**config.mk**
```make
export PLATFORM = sky130hd
export DESIGN_NAME = ddr2_selfrefresh_reset_init
export DESIGN_NICKNAME = d
export VERILOG_FILES = /design/src/logic/ddr_pwr_pkg.sv /design/src/logic/sync_edge.sv /design/src/logic/ddr2_selfrefresh_reset_init.sv
export SDC_FILE = /design/constraint.sdc
export NUM_CORES = 1
export LEC_CHECK = 0
export BUFFER_PORTS_ARGS = -buffer_cell sky130_fd_sc_hd__buf_2
export CORE_MARGIN = 1.5
export CORE_UTILIZATION = 64
export DETAILED_ROUTE_END_ITERATION = 10
export GPL_ROUTABILITY_DRIVEN = 0
export PLACE_DENSITY = 0.85
export RECOVER_POWER = 100
export SYNTH_ARGS = -nofsm -noshare
export SYNTH_HDL_FRONTEND = slang
export SYNTH_SLANG_ARGS = --single-unit
```
**constraint.sdc**
```tcl
create_clock -name core_clk -period 3.4 [get_ports core_clk]
set_input_delay 0.34 -clock core_clk [delete_from_list [all_inputs] [get_ports core_clk]]
set_output_delay 0.34 -clock core_clk [all_outputs]
set_load 0.02 [all_outputs]
```
**src/logic/ddr_pwr_pkg.sv**
```systemverilog
/*
  Constants for the DDR2 self-refresh, reset and init block: register map,
  field positions, reset values, timing counts, FSM states, commands.
  Assumes a 10 MHz core clock and a 32-bit AHB-Lite register port.
*/
package ddr_pwr_pkg;

  // ==========================================================
  // register byte offsets
  localparam logic [7:0] OFS_STATUS = 8'h00;
  localparam logic [7:0] OFS_BANK_CFG = 8'h08;
  localparam logic [7:0] OFS_REF_CTRL = 8'h0C;
  localparam logic [7:0] OFS_TIM1 = 8'h10;
  localparam logic [7:0] OFS_TIM2 = 8'h14;
  localparam logic [7:0] OFS_CAL_CTRL = 8'h20;
  localparam logic [7:0] OFS_CAL_RES = 8'h24;
  localparam logic [7:0] OFS_CAL_EN = 8'h28;

  // ==========================================================
  // field positions
  localparam int SELFREF_BIT = 31;
  localparam int RR_LSB = 0;
  localparam int CASLAT_LSB = 9;
  localparam int DRIVE_BIT = 18;
  localparam int TWR_LSB = 0;
  localparam int TCKE_LSB = 0;
  localparam int TSXRD_LSB = 8;
  localparam int TSXNR_LSB = 16;
  localparam int CAL_START_BIT = 15;
  localparam int CAL_ENA_BIT = 13;
  localparam int CAL_CODE_W = 10;

  // ==========================================================
  // values after reset
  localparam logic [31:0] REF_CTRL_RST = 32'h0000_0100;
  localparam logic [31:0] BANK_CFG_RST = 32'h0000_0632;
  localparam logic [31:0] TIM1_RST = 32'h0000_0002;
  localparam logic [31:0] TIM2_RST = 32'h0014_0C03;

  // ==========================================================
  // memory address images for precharge-all and mode register writes
  localparam logic [12:0] EMRS1_BASE = 13'h0404;
  localparam logic [12:0] PRE_ALL_ADDR = 13'h0400;
  localparam logic [2:0] BURST_LEN8 = 3'h3;

  // ==========================================================
  // calibration wait: 33 calibration clocks at 13.5 MHz, rounded up
  localparam int CORE_PERIOD_NS = 100;
  localparam int CAL_MIN_CLKS = 33;
  localparam int CAL_CLK_KHZ = 13500;
  localparam int CAL_TIME_NS = (CAL_MIN_CLKS * 1000000 + CAL_CLK_KHZ - 1) / CAL_CLK_KHZ;
  localparam int CAL_CYC = (CAL_TIME_NS + CORE_PERIOD_NS - 1) / CORE_PERIOD_NS;

  // ==========================================================
  // control states, gray along the init path into ST_IDLE and from ST_SR_PRE to ST_SR_EXIT
  typedef enum logic [3:0] {
    ST_INIT_PRE = 4'h0,
    ST_INIT_EMRS2 = 4'h1,
    ST_INIT_EMRS3 = 4'h3,
    ST_INIT_EMRS1 = 4'h2,
    ST_INIT_MRS = 4'h6,
    ST_INIT_REF = 4'h7,
    ST_IDLE = 4'h5,
    ST_ACCESS = 4'h4,
    ST_SR_PRE = 4'hC,
    ST_SR_ENTER = 4'hD,
    ST_SR_HOLD = 4'hF,
    ST_SR_EXIT = 4'hE
  } state_e;

  typedef enum logic [2:0] {
    CMD_NOP = 3'h0,
    CMD_MRS = 3'h1,
    CMD_PRE = 3'h2,
    CMD_REF = 3'h3,
    CMD_SELF = 3'h4,
    CMD_RD = 3'h5,
    CMD_WR = 3'h6
  } cmd_e;

endpackage

```
**src/logic/sync_edge.sv**
```systemverilog
/*
  Two-flop synchroniser per bit with a rising-edge pulse behind it.
  Assumes inputs come from outside the core clock domain.
*/
`timescale 1ns/100ps
module sync_edge #(
  parameter int W = 1
) (
  input wire logic core_clk,
  input wire logic nrst,
  input wire logic [W-1:0] async_in,
  output logic [W-1:0] level,
  output logic [W-1:0] rise
);

  // ==========================================================
  // per-bit chain; the first flop feeds only the second
  genvar i;
  generate
    for (i = 0; i < W; i++)
    begin : g_bit
      logic meta;
      logic stage;
      logic prev;
      always_ff @(posedge core_clk or negedge nrst)
      begin
        if (!nrst)
        begin
          meta <= 1'b0;
          stage <= 1'b0;
          prev <= 1'b0;
        end
        else
        begin
          meta <= async_in[i];
          stage <= meta;
          prev <= stage;
        end
      end
      assign level[i] = stage;
      assign rise[i] = stage & ~prev; // edge seen on the stable copy only
    end
  endgenerate

endmodule

```
**src/logic/ddr2_selfrefresh_reset_init.sv**
```systemverilog
/*
  DDR2 controller power-state and bring-up core: self-refresh entry and
  exit, two resets, impedance calibration registers, automatic init of
  the mode registers, refresh counters and a one-deep access slot.
  Assumes an AHB-Lite master on core_clk and a slower memory clock pin
  whose rising edges pace every memory command.
*/
`timescale 1ns/100ps
module ddr2_selfrefresh_reset_init
  import ddr_pwr_pkg::*;
#(
  parameter int ADDR_W = 8
) (
  input wire logic core_clk,
  input wire logic nrst,
  input wire logic state_machine_reset_n,
  input wire logic memory_side_clock,
  input wire logic hsel,
  input wire logic [ADDR_W-1:0] haddr,
  input wire logic [1:0] htrans,
  input wire logic hwrite,
  input wire logic [2:0] hsize,
  input wire logic [31:0] hwdata,
  input wire logic hready,
  output logic [31:0] hrdata,
  output logic hreadyout,
  output logic hresp,
  input wire logic acc_req,
  input wire logic acc_read,
  input wire logic [12:0] acc_addr,
  output logic acc_busy,
  output logic acc_done,
  input wire logic [CAL_CODE_W-1:0] imp_code_in,
  output logic [CAL_CODE_W-1:0] imp_code,
  output logic imp_cal_en,
  output logic [2:0] mem_cmd,
  output logic [1:0] mem_ba,
  output logic [12:0] mem_addr,
  output logic mem_cke
);

  // ==========================================================
  // pin synchronisers: memory clock, state-machine reset, cal code
  logic [CAL_CODE_W+1:0] sync_lvl;
  logic [CAL_CODE_W+1:0] sync_rise;
  logic tick;
  logic sm_run;

  sync_edge #(.W(CAL_CODE_W + 2)) u_sync (
    .core_clk(core_clk),
    .nrst(nrst),
    .async_in({imp_code_in, state_machine_reset_n, memory_side_clock}),
    .level(sync_lvl),
    .rise(sync_rise)
  );
  assign tick = sync_rise[0];
  assign sm_run = sync_lvl[1];

  // ==========================================================
  // register file and bus state
  logic [31:0] ref_ctrl, bank_cfg, tim1, tim2, cal_ctrl;
  logic [CAL_CODE_W-1:0] cal_res;
  logic cal_acc_en;
  logic [7:0] cal_cnt;
  logic dp_wr;
  logic [7:0] dp_addr;
  logic [31:0] next_ref_ctrl, next_bank_cfg, next_tim1, next_tim2, next_cal_ctrl;
  logic [CAL_CODE_W-1:0] next_cal_res;
  logic next_cal_acc_en;
  logic [7:0] next_cal_cnt;
  logic next_dp_wr;
  logic [7:0] next_dp_addr;
  logic [31:0] next_hrdata;
  logic bank_wr;

  // ==========================================================
  // control state
  state_e state, next_state;
  logic [8:0] cnt, next_cnt;
  logic pend, next_pend, pend_read, next_pend_read;
  logic [12:0] pend_addr, next_pend_addr;
  logic init_req, next_init_req;
  logic [15:0] ivl, next_ivl;
  logic [3:0] backlog, next_backlog;
  logic [2:0] next_cmd;
  logic [1:0] next_ba;
  logic [12:0] next_addr;
  logic next_cke, next_done;
  logic in_init;
  logic selfref_bit;
  logic [8:0] t_cke, exit_to_nonread_delay, exit_to_read_delay;

  assign selfref_bit = ref_ctrl[SELFREF_BIT];
  assign t_cke = {4'h0, tim2[TCKE_LSB +: 5]};
  assign exit_to_read_delay = {1'b0, tim2[TSXRD_LSB +: 8]};
  assign exit_to_nonread_delay = {2'h0, tim2[TSXNR_LSB +: 7]};
  assign in_init = (state == ST_INIT_PRE) || (state == ST_INIT_EMRS2) ||
                   (state == ST_INIT_EMRS3) || (state == ST_INIT_EMRS1) ||
                   (state == ST_INIT_MRS) || (state == ST_INIT_REF);

  // write recovery code clamped to 2..6
  function automatic logic [2:0] wr_code(input logic [2:0] f);
    logic [3:0] v;
    v = {1'b0, f} + 4'h1;
    if (v < 4'h2)
      return 3'h2;
    else if (v > 4'h6)
      return 3'h6;
    else
      return v[2:0];
  endfunction

  // CAS latency clamped to 2..5
  function automatic logic [2:0] cl_code(input logic [2:0] f);
    if (f < 3'h2)
      return 3'h2;
    else if (f > 3'h5)
      return 3'h5;
    else
      return f;
  endfunction

  // ==========================================================
  // bus slave: zero wait, read data registered at the address phase
  always_comb
  begin
    next_ref_ctrl = ref_ctrl;
    next_bank_cfg = bank_cfg;
    next_tim1 = tim1;
    next_tim2 = tim2;
    next_cal_ctrl = cal_ctrl;
    next_cal_res = cal_res;
    next_cal_acc_en = cal_acc_en;
    next_cal_cnt = cal_cnt;
    next_dp_wr = hsel && hready && htrans[1] && hwrite;
    next_dp_addr = haddr[7:0];
    next_hrdata = hrdata;
    bank_wr = 1'b0;
    // calibration counts down, then the pad code is captured
    if (cal_cnt != 8'h00)
    begin
      next_cal_cnt = cal_cnt - 8'h01;
      if (cal_cnt == 8'h01)
        next_cal_res = sync_lvl[CAL_CODE_W+1:2];
    end
    if (dp_wr)
    begin
      unique case (dp_addr)
        OFS_REF_CTRL: next_ref_ctrl = hwdata;
        OFS_BANK_CFG:
        begin
          next_bank_cfg = hwdata;
          bank_wr = 1'b1;
        end
        OFS_TIM1: next_tim1 = hwdata;
        OFS_TIM2: next_tim2 = hwdata;
        OFS_CAL_CTRL:
        begin
          next_cal_ctrl = hwdata;
          // a fresh start bit with enable set launches calibration
          if (hwdata[CAL_START_BIT] && hwdata[CAL_ENA_BIT] && !cal_ctrl[CAL_START_BIT])
            next_cal_cnt = 8'(CAL_CYC);
        end
        OFS_CAL_EN: next_cal_acc_en = hwdata[0];
        default: ;
      endcase
    end
    if (hsel && hready && htrans[1] && !hwrite)
    begin
      unique case (haddr[7:0])
        OFS_STATUS: next_hrdata = {20'h0, backlog, (cal_cnt != 8'h00), !in_init,
                                   mem_cke, pend, state};
        OFS_REF_CTRL: next_hrdata = ref_ctrl;
        OFS_BANK_CFG: next_hrdata = bank_cfg;
        OFS_TIM1: next_hrdata = tim1;
        OFS_TIM2: next_hrdata = tim2;
        OFS_CAL_CTRL: next_hrdata = cal_ctrl;
        // result hidden unless access is enabled
        OFS_CAL_RES: next_hrdata = cal_acc_en ? {22'h0, cal_res} : 32'h0;
        OFS_CAL_EN: next_hrdata = {31'h0, cal_acc_en};
        default: next_hrdata = 32'h0;
      endcase
    end
  end

  // only the module reset reaches the registers
  always_ff @(posedge core_clk or negedge nrst)
  begin
    if (!nrst)
    begin
      ref_ctrl <= REF_CTRL_RST;
      bank_cfg <= BANK_CFG_RST;
      tim1 <= TIM1_RST;
      tim2 <= TIM2_RST;
      cal_ctrl <= 32'h0;
      cal_res <= '0;
      cal_acc_en <= 1'b0;
      cal_cnt <= 8'h00;
      dp_wr <= 1'b0;
      dp_addr <= 8'h00;
      hrdata <= 32'h0;
      hreadyout <= 1'b0;
      hresp <= 1'b0;
      imp_code <= '0;
      imp_cal_en <= 1'b0;
    end
    else
    begin
      ref_ctrl <= next_ref_ctrl;
      bank_cfg <= next_bank_cfg;
      tim1 <= next_tim1;
      tim2 <= next_tim2;
      cal_ctrl <= next_cal_ctrl;
      cal_res <= next_cal_res;
      cal_acc_en <= next_cal_acc_en;
      cal_cnt <= next_cal_cnt;
      dp_wr <= next_dp_wr;
      dp_addr <= next_dp_addr;
      hrdata <= next_hrdata;
      hreadyout <= 1'b1;
      hresp <= 1'b0;
      imp_code <= next_cal_ctrl[CAL_CODE_W-1:0];
      imp_cal_en <= next_cal_ctrl[CAL_ENA_BIT];
    end
  end

  // ==========================================================
  // control FSM, refresh counters and access slot
  always_comb
  begin
    next_state = state;
    next_cnt = cnt;
    next_pend = pend;
    next_pend_read = pend_read;
    next_pend_addr = pend_addr;
    next_init_req = init_req || bank_wr; // set wins over the ST_INIT_PRE clear below, not over the state-machine reset
    next_ivl = ivl;
    next_backlog = backlog;
    next_cmd = tick ? CMD_NOP : mem_cmd;
    next_ba = mem_ba;
    next_addr = mem_addr;
    next_cke = mem_cke;
    next_done = 1'b0;
    if (acc_req && !pend)
    begin
      next_pend = 1'b1;
      next_pend_read = acc_read;
      next_pend_addr = acc_addr;
    end
    // counters frozen while the memory refreshes itself
    if (state != ST_SR_HOLD)
    begin
      if (ivl == 16'h0)
      begin
        next_ivl = ref_ctrl[RR_LSB +: 16];
        if (backlog != 4'hF)
          next_backlog = backlog + 4'h1;
      end
      else
        next_ivl = ivl - 16'h1;
    end
    if (tick)
    begin
      unique case (state)
        ST_INIT_PRE:
        begin
          next_cke = 1'b1;
          next_cmd = CMD_PRE;
          next_addr = PRE_ALL_ADDR;
          next_init_req = bank_wr;
          next_state = ST_INIT_EMRS2;
        end
        ST_INIT_EMRS2:
        begin
          next_cmd = CMD_MRS;
          next_ba = 2'h2;
          next_addr = 13'h0;
          next_state = ST_INIT_EMRS3;
        end
        ST_INIT_EMRS3:
        begin
          next_cmd = CMD_MRS;
          next_ba = 2'h3;
          next_addr = 13'h0;
          next_state = ST_INIT_EMRS1;
        end
        ST_INIT_EMRS1:
        begin
          next_cmd = CMD_MRS;
          next_ba = 2'h1;
          next_addr = EMRS1_BASE | {11'h0, bank_cfg[DRIVE_BIT], 1'b0};
          next_state = ST_INIT_MRS;
        end
        ST_INIT_MRS:
        begin
          next_cmd = CMD_MRS;
          next_ba = 2'h0;
          // fast exit, no dll reset, normal, sequential, burst of eight
          next_addr = {1'b0, wr_code(tim1[TWR_LSB +: 3]), 2'b00,
                       cl_code(bank_cfg[CASLAT_LSB +: 3]), 1'b0, BURST_LEN8};
          next_state = ST_INIT_REF;
        end
        ST_INIT_REF:
        begin
          next_cmd = CMD_REF;
          next_state = ST_IDLE;
        end
        ST_IDLE:
        begin
          // queued access goes before a config-triggered init
          if (pend)
            next_state = ST_ACCESS;
          else if (init_req)
            next_state = ST_INIT_PRE;
          else if (backlog != 4'h0)
          begin
            next_cmd = CMD_REF;
            next_backlog = next_backlog - 4'h1;
          end
          else if (selfref_bit)
            next_state = ST_SR_PRE;
        end
        ST_ACCESS:
        begin
          next_cmd = pend_read ? CMD_RD : CMD_WR;
          next_addr = pend_addr;
          next_pend = 1'b0;
          next_done = 1'b1;
          next_state = ST_IDLE;
        end
        ST_SR_PRE:
        begin
          next_cmd = CMD_PRE;
          next_addr = PRE_ALL_ADDR;
          next_state = ST_SR_ENTER;
        end
        ST_SR_ENTER:
        begin
          next_cmd = CMD_SELF;
          next_cke = 1'b0;
          next_cnt = 9'h0;
          next_state = ST_SR_HOLD;
        end
        ST_SR_HOLD:
        begin
          if (cnt != 9'h1FF)
            next_cnt = cnt + 9'h1;
          // wake only once the minimum clock-enable time has run
          if ((cnt > t_cke) && (pend || !selfref_bit))
          begin
            next_cke = 1'b1;
            next_cnt = 9'h0;
            next_state = ST_SR_EXIT;
          end
        end
        ST_SR_EXIT:
        begin
          if (cnt != 9'h1FF)
            next_cnt = cnt + 9'h1;
          if (pend && (pend_read ? (cnt > exit_to_read_delay) : (cnt > exit_to_nonread_delay)))
            next_state = ST_ACCESS;
          else if (!pend && (cnt > exit_to_nonread_delay))
            next_state = ST_IDLE;
        end
        default: next_state = ST_INIT_PRE;
      endcase
    end
    // state-machine reset: queue and counters dropped, registers untouched
    if (!sm_run)
    begin
      next_state = ST_INIT_PRE;
      next_cnt = 9'h0;
      next_pend = 1'b0;
      next_init_req = 1'b0;
      next_ivl = ref_ctrl[RR_LSB +: 16];
      next_backlog = 4'h0;
      next_cmd = CMD_NOP;
      next_cke = 1'b0;
      next_done = 1'b0;
    end
  end

  always_ff @(posedge core_clk or negedge nrst)
  begin
    if (!nrst)
    begin
      state <= ST_INIT_PRE;
      cnt <= 9'h0;
      pend <= 1'b0;
      pend_read <= 1'b0;
      pend_addr <= 13'h0;
      init_req <= 1'b0;
      ivl <= 16'h0;
      backlog <= 4'h0;
      mem_cmd <= CMD_NOP;
      mem_ba <= 2'h0;
      mem_addr <= 13'h0;
      mem_cke <= 1'b0;
      acc_done <= 1'b0;
      acc_busy <= 1'b0;
    end
    else
    begin
      state <= next_state;
      cnt <= next_cnt;
      pend <= next_pend;
      pend_read <= next_pend_read;
      pend_addr <= next_pend_addr;
      init_req <= next_init_req;
      ivl <= next_ivl;
      backlog <= next_backlog;
      mem_cmd <= next_cmd;
      mem_ba <= next_ba;
      mem_addr <= next_addr;
      mem_cke <= next_cke;
      acc_done <= next_done;
      acc_busy <= next_pend;
    end
  end
endmodule

```
# After elaboration in Yosys (flattened, before gate mapping)
# Cells that the tools add are included.
# word_totals
output_inout_bits	66
reg_bits	326
# classes
mux	66
n_addsub	6
n_reduce_logical	45
bitwise_logic	2
order_cmp	7
n_eq_ne	36
# ops
cell	count
$pmux 32 s8	1
$mux 4	18
$pmux 13 s5	1
$mux 16	3
$pmux 4 s11	1
$eq 8x6->1 const B	5
$mux 9	4
$eq 8x4->1 const B	4
$eq 8x5->1 const B	4
$mux 8	4
$mux 3	10
$mux 14	2
$pmux 9 s3	1
$ne 4x4->1 const B	5
$reduce_and 2->1	10
$pmux 3 s6	1
$eq 4x3->1 const B	4
$eq 4x4->1 const B	4
$logic_not 16->1	1
$mux 1	16
$sub 16x1->16 const B	1
$logic_and 1x1->1	10
$mux 10	1
$ne 5x5->1 const B	2
34 further kinds	49

# Depth between registers and ports, before layout
# Gate-level depths: netlist (run 1).
# logic_depth
depth_word	11
ltp_mapped	9

# Hierarchy
# From an unflattened synthesis (run 1), not the netlist that was laid out.
# unflattened
cells_unflattened	1255
hier_area_um2	15051.9
# modules_own_cells
mod	cells_each	area_each_um2	n_inst	seq_area_each_um2
ddr2_selfrefresh_reset_init	1195	13895.8	1	7273.2
sync_edge	60	1156.1	1	900.9

# Worst setup path after synthesis (run 1)
# OpenSTA, ideal clock, no wires.
# synth_timing
kind	reg-to-reg
startpoint	reg ivl[2]
endpoint	reg backlog[2]
path_slack_ns	1.245
arrival_ns	2.022
path_stages_with_launch	9
setup_ns	0.133
cell_sequence	dfrtp_1 -> nor4_4 -> nand3_4 -> nor4_4 -> mux2i_1 -> ha_1 -> nand2_1 -> xor2_1 -> nor2_1
# synth_via
elab_chain_len	10
# synth_lines
element	line	rtl
start, declared	ddr2_selfrefresh_reset_init.sv:83	logic [15:0] ivl, next_ivl;
start signal, assigned	ddr2_selfrefresh_reset_init.sv:410	ivl <= next_ivl;
$logic_not 16->1 (*)	ddr2_selfrefresh_reset_init.sv:253	if (ivl == 16'h0)
$mux 4 (*)	ddr2_selfrefresh_reset_init.sv:253	
$mux 4 (*)	ddr2_selfrefresh_reset_init.sv:251	if (state != ST_SR_HOLD)
$sub 4x1->4	ddr2_selfrefresh_reset_init.sv:318	next_backlog = next_backlog - 4'h1;
$mux 4	ddr2_selfrefresh_reset_init.sv:315	else if (backlog != 4'h0)
$mux 4	ddr2_selfrefresh_reset_init.sv:313	else if (init_req)
$mux 4	ddr2_selfrefresh_reset_init.sv:311	if (pend)
$mux 4	ddr2_selfrefresh_reset_init.sv:264	unique case (state)
$mux 4 (*)	ddr2_selfrefresh_reset_init.sv:262	if (tick)
$mux 4 (*)	ddr2_selfrefresh_reset_init.sv:369	if (!sm_run)
named net next_backlog[2]	ddr2_selfrefresh_reset_init.sv:84	logic [3:0] backlog, next_backlog;
end signal, assigned	ddr2_selfrefresh_reset_init.sv:411	backlog <= next_backlog;
end, declared	ddr2_selfrefresh_reset_init.sv:84	
# Mark *: on every way through the listed nets, which the timed path passes. The rest lies on a longest branch.
# A chain may end at the register's enable or synchronous reset.

# Final worst setup path (run 1)
# layout_timing
startpoint	in haddr[0]
endpoint	reg hrdata[6]
# layout_via
elab_chain_len	2
# layout_lines
element	line	rtl
start, declared	ddr2_selfrefresh_reset_init.sv:19	input wire logic [ADDR_W-1:0] haddr,
$eq 8x6->1, or another cell as far along	ddr2_selfrefresh_reset_init.sv:170	unique case (haddr[7:0])
$pmux 32 s8 (*)	ddr2_selfrefresh_reset_init.sv:170	
end signal, assigned	ddr2_selfrefresh_reset_init.sv:219	hrdata <= next_hrdata;
end, declared	ddr2_selfrefresh_reset_init.sv:25	output logic [31:0] hrdata,
# Every way passes the cells marked *; elsewhere a longest branch is shown, timed or not.

==> results.yml, run 1 <==
outcome:
  status: "complete, no violations"
yosys:
  yosys_warnings: 0
  synth_top_area_share_pct: 51.9
  synthCells: 1247
  seq_area_frac_synth_pct: 54.2
  yosysTopAreaCell: "dfrtp_1"
  ys_types: 77
  synth_area_per_cell_um2: 11.7
  synth_nets: 1354
  ys_ff_latch: 315
  synth-edff-count: 0
  synthArstFlopShare_pct: 100
  ys_top_cells_by_area: "dfrtp_1, mux2_2, o21ai_0"
  synthFlopType: "dfrtp_1"
  syn_area_um2: 14600
sta:
  drv_slew: 0
  fin_crit_sh_pct: 83.6
  fmax_mhz: 352
  timing.slew.headroom_pct: 7.02
  tightest_slew_ns: 1.39
  min_period_ns: 2.84
  whs_ns: 0.0515
  skew_ns: 0.0116
  fin_tns_setup_ns: 0
  setup_viol: 0
  final_hold_viol_count: 0
  rsz0062_at_grt: "no"
final_layout:
  fin_area_um2: 16700
  n_antenna_cell: 0
  layout.nets: 1504
  syn_to_final_growth_pct: 14.6
  drive_above_1_share_pct: 23.8
  post-route-util_pct: 74.2
floorplan:
  die_y_um: 154
  ios: 143
  core-area_um2: 22500
  dieArea_um2: 23700
  fp-row-count: 55
  start_util_pct: 64.7
  die_x_um: 154
worst_setup_path:
  path_class: "input port to flop"
  cp_slowest_cell: "clkbuf_2"
  regToRegSetupSlack_ns: 0.58
  cp-end-kind: "flop"
  cp-start-kind: "input port"
  cpMostUsedCell: "o21ai_0"
  cp_max_fo: 24
  max_stage_delay_ns: 0.59
  path_delay_family: "buffers and inverters"
  cp_num_buf_inv: 3
  worstPathArrival_ns: 3.28
  cp_cell_sequence: "dlygate4sd3_1 > clkbuf_1 > nor4_1 > nand3_1 > clkbuf_2 > o21ai_0 > nor3_1 > o21ai_0"
  required_ns: 3.84
clock_tree:
  cts_max_path_buffers: 3
  htree_levels: 2
  cts_tree: "built"
  cts.clk_slew.worst_paths_ns: 0.06
  worst_skew_pair.late_latency_ns: 0.52
  cts_root_buf: "clkbuf_16"
  post_cts_resized: 0
  cts_buffers: 34
  cts_sinks: 315
placed_design:
  postPlaceCellArea_um2: 15600
  hpwlAfterDp_um: 22900
  port_buffers: 137
routing:
  drt-wirelength-per-cell_um: 21.2
  dr.pass1.iters: 6
  via_per_inst: 6.38
  drtIter0Drc: 827
  vias: 10871
  drc: 0
  ant_nets: 0
  wl_um: 36100
power_and_ir_drop:
  ir_drop_uv: 453
  leakage_nw: 7.44
  power_mw: 8.95
  powerDensity_nw_per_um2: 536
global_route:
  antenna_found_initial: 0
  grt_usage_pct: 31.4
  grt_pass1_wl_um: 58700
  grt_overflow: 0
  grt_start_max_net_pins: 108
  grt_pass1_vias: 11299
run:
  cap_violations: 0
worst_hold_path:
  hp-class: "input port to flop"
metrics by stage:
| stage | std cells | setup WS, ns |
|---|---|---|
| floorplan | 1247 | 1.24 |
| global placement | 1627 | 0.998 |
| detailed placement | 1627 | 0.922 |
| CTS | 1704 | 0.849 |
| global route | 1704 | 0.312 |
| finish | 1704 | 0.558 |
cells in the mapped netlist (6+ instances only):
| library cell | instances |
|---|---|
| dfrtp_1 | 302 |
| mux2_2 | 181 |
| nand2_1 | 96 |
| o21ai_0 | 78 |
| nor2_1 | 64 |
| a21oi_1 | 48 |
| inv_1 | 40 |
| mux2i_1 | 37 |
| clkbuf_1 | 36 |
| ha_1 | 30 |
| a221oi_1 | 23 |
| a22oi_1 | 22 |
| o2bb2ai_1 | 22 |
| nand3_1 | 21 |
| nor3_1 | 19 |
| buf_1 | 15 |
| buf_2 | 14 |
| a21o_1 | 13 |
| a31oi_1 | 13 |
| dfstp_2 | 13 |
| buf_4 | 11 |
| nand4_1 | 11 |
| and3_1 | 10 |
| a22o_1 | 8 |
| and2_1 | 7 |
| nor2b_1 | 7 |
| xnor2_1 | 7 |
| nand2b_1 | 6 |
| nor4_1 | 6 |
state kept, by name (all words and copies together), names as in the netlist, 10 cells and up:
name / cells
tim2: 32
tim1: 32
bank_cfg: 32
mem_addr: 13
pend_addr: 13
ref_ctrl: 32
u_sync.g_bit.stage: 12
ivl: 16
cal_ctrl: 23
cal_res: 10
u_sync.g_bit.meta: 12
hrdata: 32
routing by layer:
layer | wire (um) | track usage [%] | up-vias
met1 | 14600 | 41.4 | 5466
li1 | - | - | 4837
met4 | 966 | 11.9 | 0
met3 | 2730 | 5.95 | 79
met2 | 17800 | 52.1 | 489
met5 | 0 | 0 | -
placed cells by master, fill, tap and decap left out, types with 8 or more instances in the layout:
cell / netlist / routed
a22oi_1: 22 / 22
dfstp_2: 13 / 13
and3_1: 10 / 10
o21ai_0: 78 / 80
mux2i_1: 37 / 37
dfrtp_1: 302 / 302
nand3_1: 21 / 21
buf_2: 14 / 63
nor3_1: 19 / 19
inv_1: 40 / 40
a31oi_1: 13 / 13
nand4_1: 11 / 11
clkbuf_1: 36 / 97
buf_4: 11 / 12
a22o_1: 8 / 8
a221oi_1: 23 / 23
ha_1: 30 / 30
clkbuf_16: 0 / 34
nand2_1: 96 / 96
o2bb2ai_1: 22 / 22
mux2_2: 181 / 179
a21o_1: 13 / 13
nor2_1: 64 / 63
dlygate4sd3_1: 0 / 19
a21oi_1: 48 / 48
repair_timing:
| item | in CTS | in global routing |
|---|---|---|
| hold buffers | 19 | 0 |
| endpoints found under the hold margin | 114 | 0 |
| buffers inserted | 0 | 0 |
report_power, final:
group	switching, mW	internal [mW]
logic	0.452	0.373
clock network	1.50	2.34
registers	0.236	4.04
total	2.19	6.75
area by class of cell:
cell class                 count  area [um2]
clock buffer                  47         950
multi-input combinational    816        6160
timing repair buffer         190         980
sequential                   315        7900
clock inverter                11         199
fill                        1499        5810
inverter                      40         150
tap                          285         357
kinds of logic (layout without fill, tap and decap cells):
logic type | count (synthesis) | count (layout) | synth area share [%]
simple gates | 280 | 280 | 9.64
xor+xnor | 9 | 9 | 0.541
other cells | 2 | 2 | 0.0516
compound gates | 271 | 271 | 12.6
flops | 315 | 315 | 54.2
buf+inv | 116 | 288 | 3.39
fa+ha+maj | 31 | 31 | 2.65
mux | 223 | 223 | 16.9
worst register-to-register path: cells and delay by family, from the launching register on:
family | cells | cell delay (ns)
and+or+nand+nor | 3 | 0.99
AOI/OAI and AO/OA | 3 | 1.02
buffers and inverters | 1 | 0.32
DFF | 1 | 0.44
worst paths after layout:
check	endpoint	depth (start not counted)	from
max	hrdata[6]	8	haddr[0]
min	pend_addr[9]	2	acc_addr[9]
max reg2reg	ivl[2]	7	ivl[2]
min reg2reg	u_sync.g_bit[2].stage	0	u_sync.g_bit[2].meta
max in group asynchronous	bank_cfg[7]	3	nrst
min in group asynchronous	mem_addr[12]	2	nrst
Note: power is estimated with default switching activity, not from simulation.
==> run 2: changes to the inputs <==
- CORE_UTILIZATION: 64 -> 54
- PLACE_DENSITY: 0.85 -> 0.77
- clock period: 3.4 -> 2.4 ns (I/O delays scaled with it)
==> results.yml, run 2 (same netlist as run 1, synthesis figures left out) <==
global_route:
  antenna_found_initial: 1
  grt_use_met1_pct: 36.0
  grt_overflow: 0
  grt_util_met2_pct: 44.7
  grt_usage_pct: 27.1
  grt_pass1_vias: 11400
  grt_pass1_wl_um: 60200
  grt_use_met3_pct: 5.37
  grt_start_max_net_pins: 73
  top_usage_layer: "met2"
floorplan:
  die_x_um: 167
  start_util_pct: 55.4
  fp-row-count: 59
  die_y_um: 167
  ios: 143
  dieArea_um2: 28000
  core-area_um2: 26300
routing:
  vias: 10909
  drtIter0Drc: 845
  drt-wirelength-per-cell_um: 20.4
  via_per_inst: 6.03
  drc: 0
  dr.pass1.iters: 6
  ant_nets: 0
  wl_um: 37000
placed_design:
  placed_cells: 1708
  port_buffers: 137
  postPlaceCellArea_um2: 16000
  hpwlAfterDp_um: 24600
worst_setup_path:
  cp-end-kind: "flop"
  worstPathArrival_ns: 2.74
  cp-start-kind: "flop"
  cp_max_fo: 3
  path_class: "flop to flop"
  required_ns: 2.85
outcome:
  violations: "capacitance limit, slew limit"
  status: "finished, violations left"
clock_tree:
  cts_tree: "built"
  cts_sinks: 315
  cts_buffers: 35
  cts_max_path_buffers: 3
  cts_root_buf: "clkbuf_16"
  htree_levels: 2
  worst_skew_pair.late_latency_ns: 0.51
  cts.clk_slew.worst_paths_ns: 0.06
power_and_ir_drop:
  powerDensity_nw_per_um2: 738
  ir_drop_uv: 632
  leakage_nw: 7.75
sta:
  timing.slew.headroom_pct: -23.2
  fin_tns_setup_ns: 0
  skew_ns: 0.0111
  fmax_mhz: 438
  tightest_slew_ns: 1.85
  fin_crit_sh_pct: 95.2
  min_period_ns: 2.28
  final_hold_viol_count: 0
  setup_viol: 0
  drv_slew: 67
final_layout:
  layout_common_cells: "dfrtp_1, mux2_2, nand2_1, clkbuf_1, o21ai_0"
  syn_to_final_growth_pct: 19.6
  fin_area_um2: 17400
  layout.nets: 1554
  post-route-util_pct: 66.3
  mostFrequentLayoutCell: "dfrtp_1"
  fin_cells: 1808
  drive_above_1_share_pct: 26.7
worst_hold_path:
  hp-class: "input port to flop"
run:
  cap_violations: 1
run 2: cell types whose count changed in the layout (fill, tap and decap cells not counted), moves of 2 or more:
cell and delta:
nand3_2 +2, buf_2 +2, dlygate4sd3_1 +16, clkbuf_1 -6, buf_4 +20, buf_12 +11
o21ai_1 +2, clkinv_2 +2, clkbuf_2 +5, nand3_1 -2, buf_6 +2
run 2: per-stage QoR:
step                power (mW)  worst slack (ns)  hold WS, ns
floorplan                 6.79             0.245      -0.0556
global placement          7.26             0.109        0.277
detailed placement        7.34            0.0114        0.268
CTS                       13.0            0.0341      0.00261
global route              13.3           -0.0110       0.0203
finish                    12.9             0.116       0.0215
run 2: area by class of cell:
type / count / area, um2
Clock inverter: 13 / 208
Multi-Input combinational cell: 816 / 6230
Inverter: 40 / 150
Timing Repair Buffer: 239 / 1530
Sequential cell: 315 / 7900
Antenna cell: 1 / 2.50
Clock buffer: 49 / 988
Tap cell: 335 / 419
Fill cell: 2004 / 8860
run 2: worst paths after layout:
| check | start | end | slack [ns] | cells after the start |
|---|---|---|---|---|
| max in group asynchronous | nrst | bank_cfg[9] | 0.36 | 3 |
| min in group asynchronous | nrst | pend_addr[2] | 0.80 | 2 |
| worst min-delay path | hwdata[12] | tim2[12] | 0.02 | 2 |
| worst min register to register | u_sync.g_bit[4].meta | u_sync.g_bit[4].stage | 0.35 | 0 |
| worst max-delay path | tim2[18] | state[2] | 0.12 | 8 |
| worst max register to register | tim2[18] | state[2] | 0.12 | 8 |
run 2: critical path: stages (launching register included):
cell and delay [ns]:
dfstp_2 0.54, inv_1 0.05, ha_1 0.31, a211oi_2 0.24
o221ai_2 0.14, o211ai_1 0.35, a22o_1 0.27, or2_4 0.16
o221a_2 0.18
run 2: per-layer routing:
metal / routed length, um / part of all wire, %
met5: 0 / 0
met4: 1010 / 2.7
met3: 2340 / 6.3
met2: 18000 / 49
met1: 15600 / 42
run 2: what timing repair did:
item | in CTS | in global routing
buffers inserted | 0 | 2
gates resized for setup | 1 | 9
pin swaps | 0 | 5
hold buffers | 35 | 0
setup endpoints to repair | 3 | 5
hold endpoints to repair | 92 | 0
run 2: power by group:
group	internal (mW)	switching (mW)
Combinational	0.584	0.663
Clock	3.42	2.14
Sequential	5.72	0.328
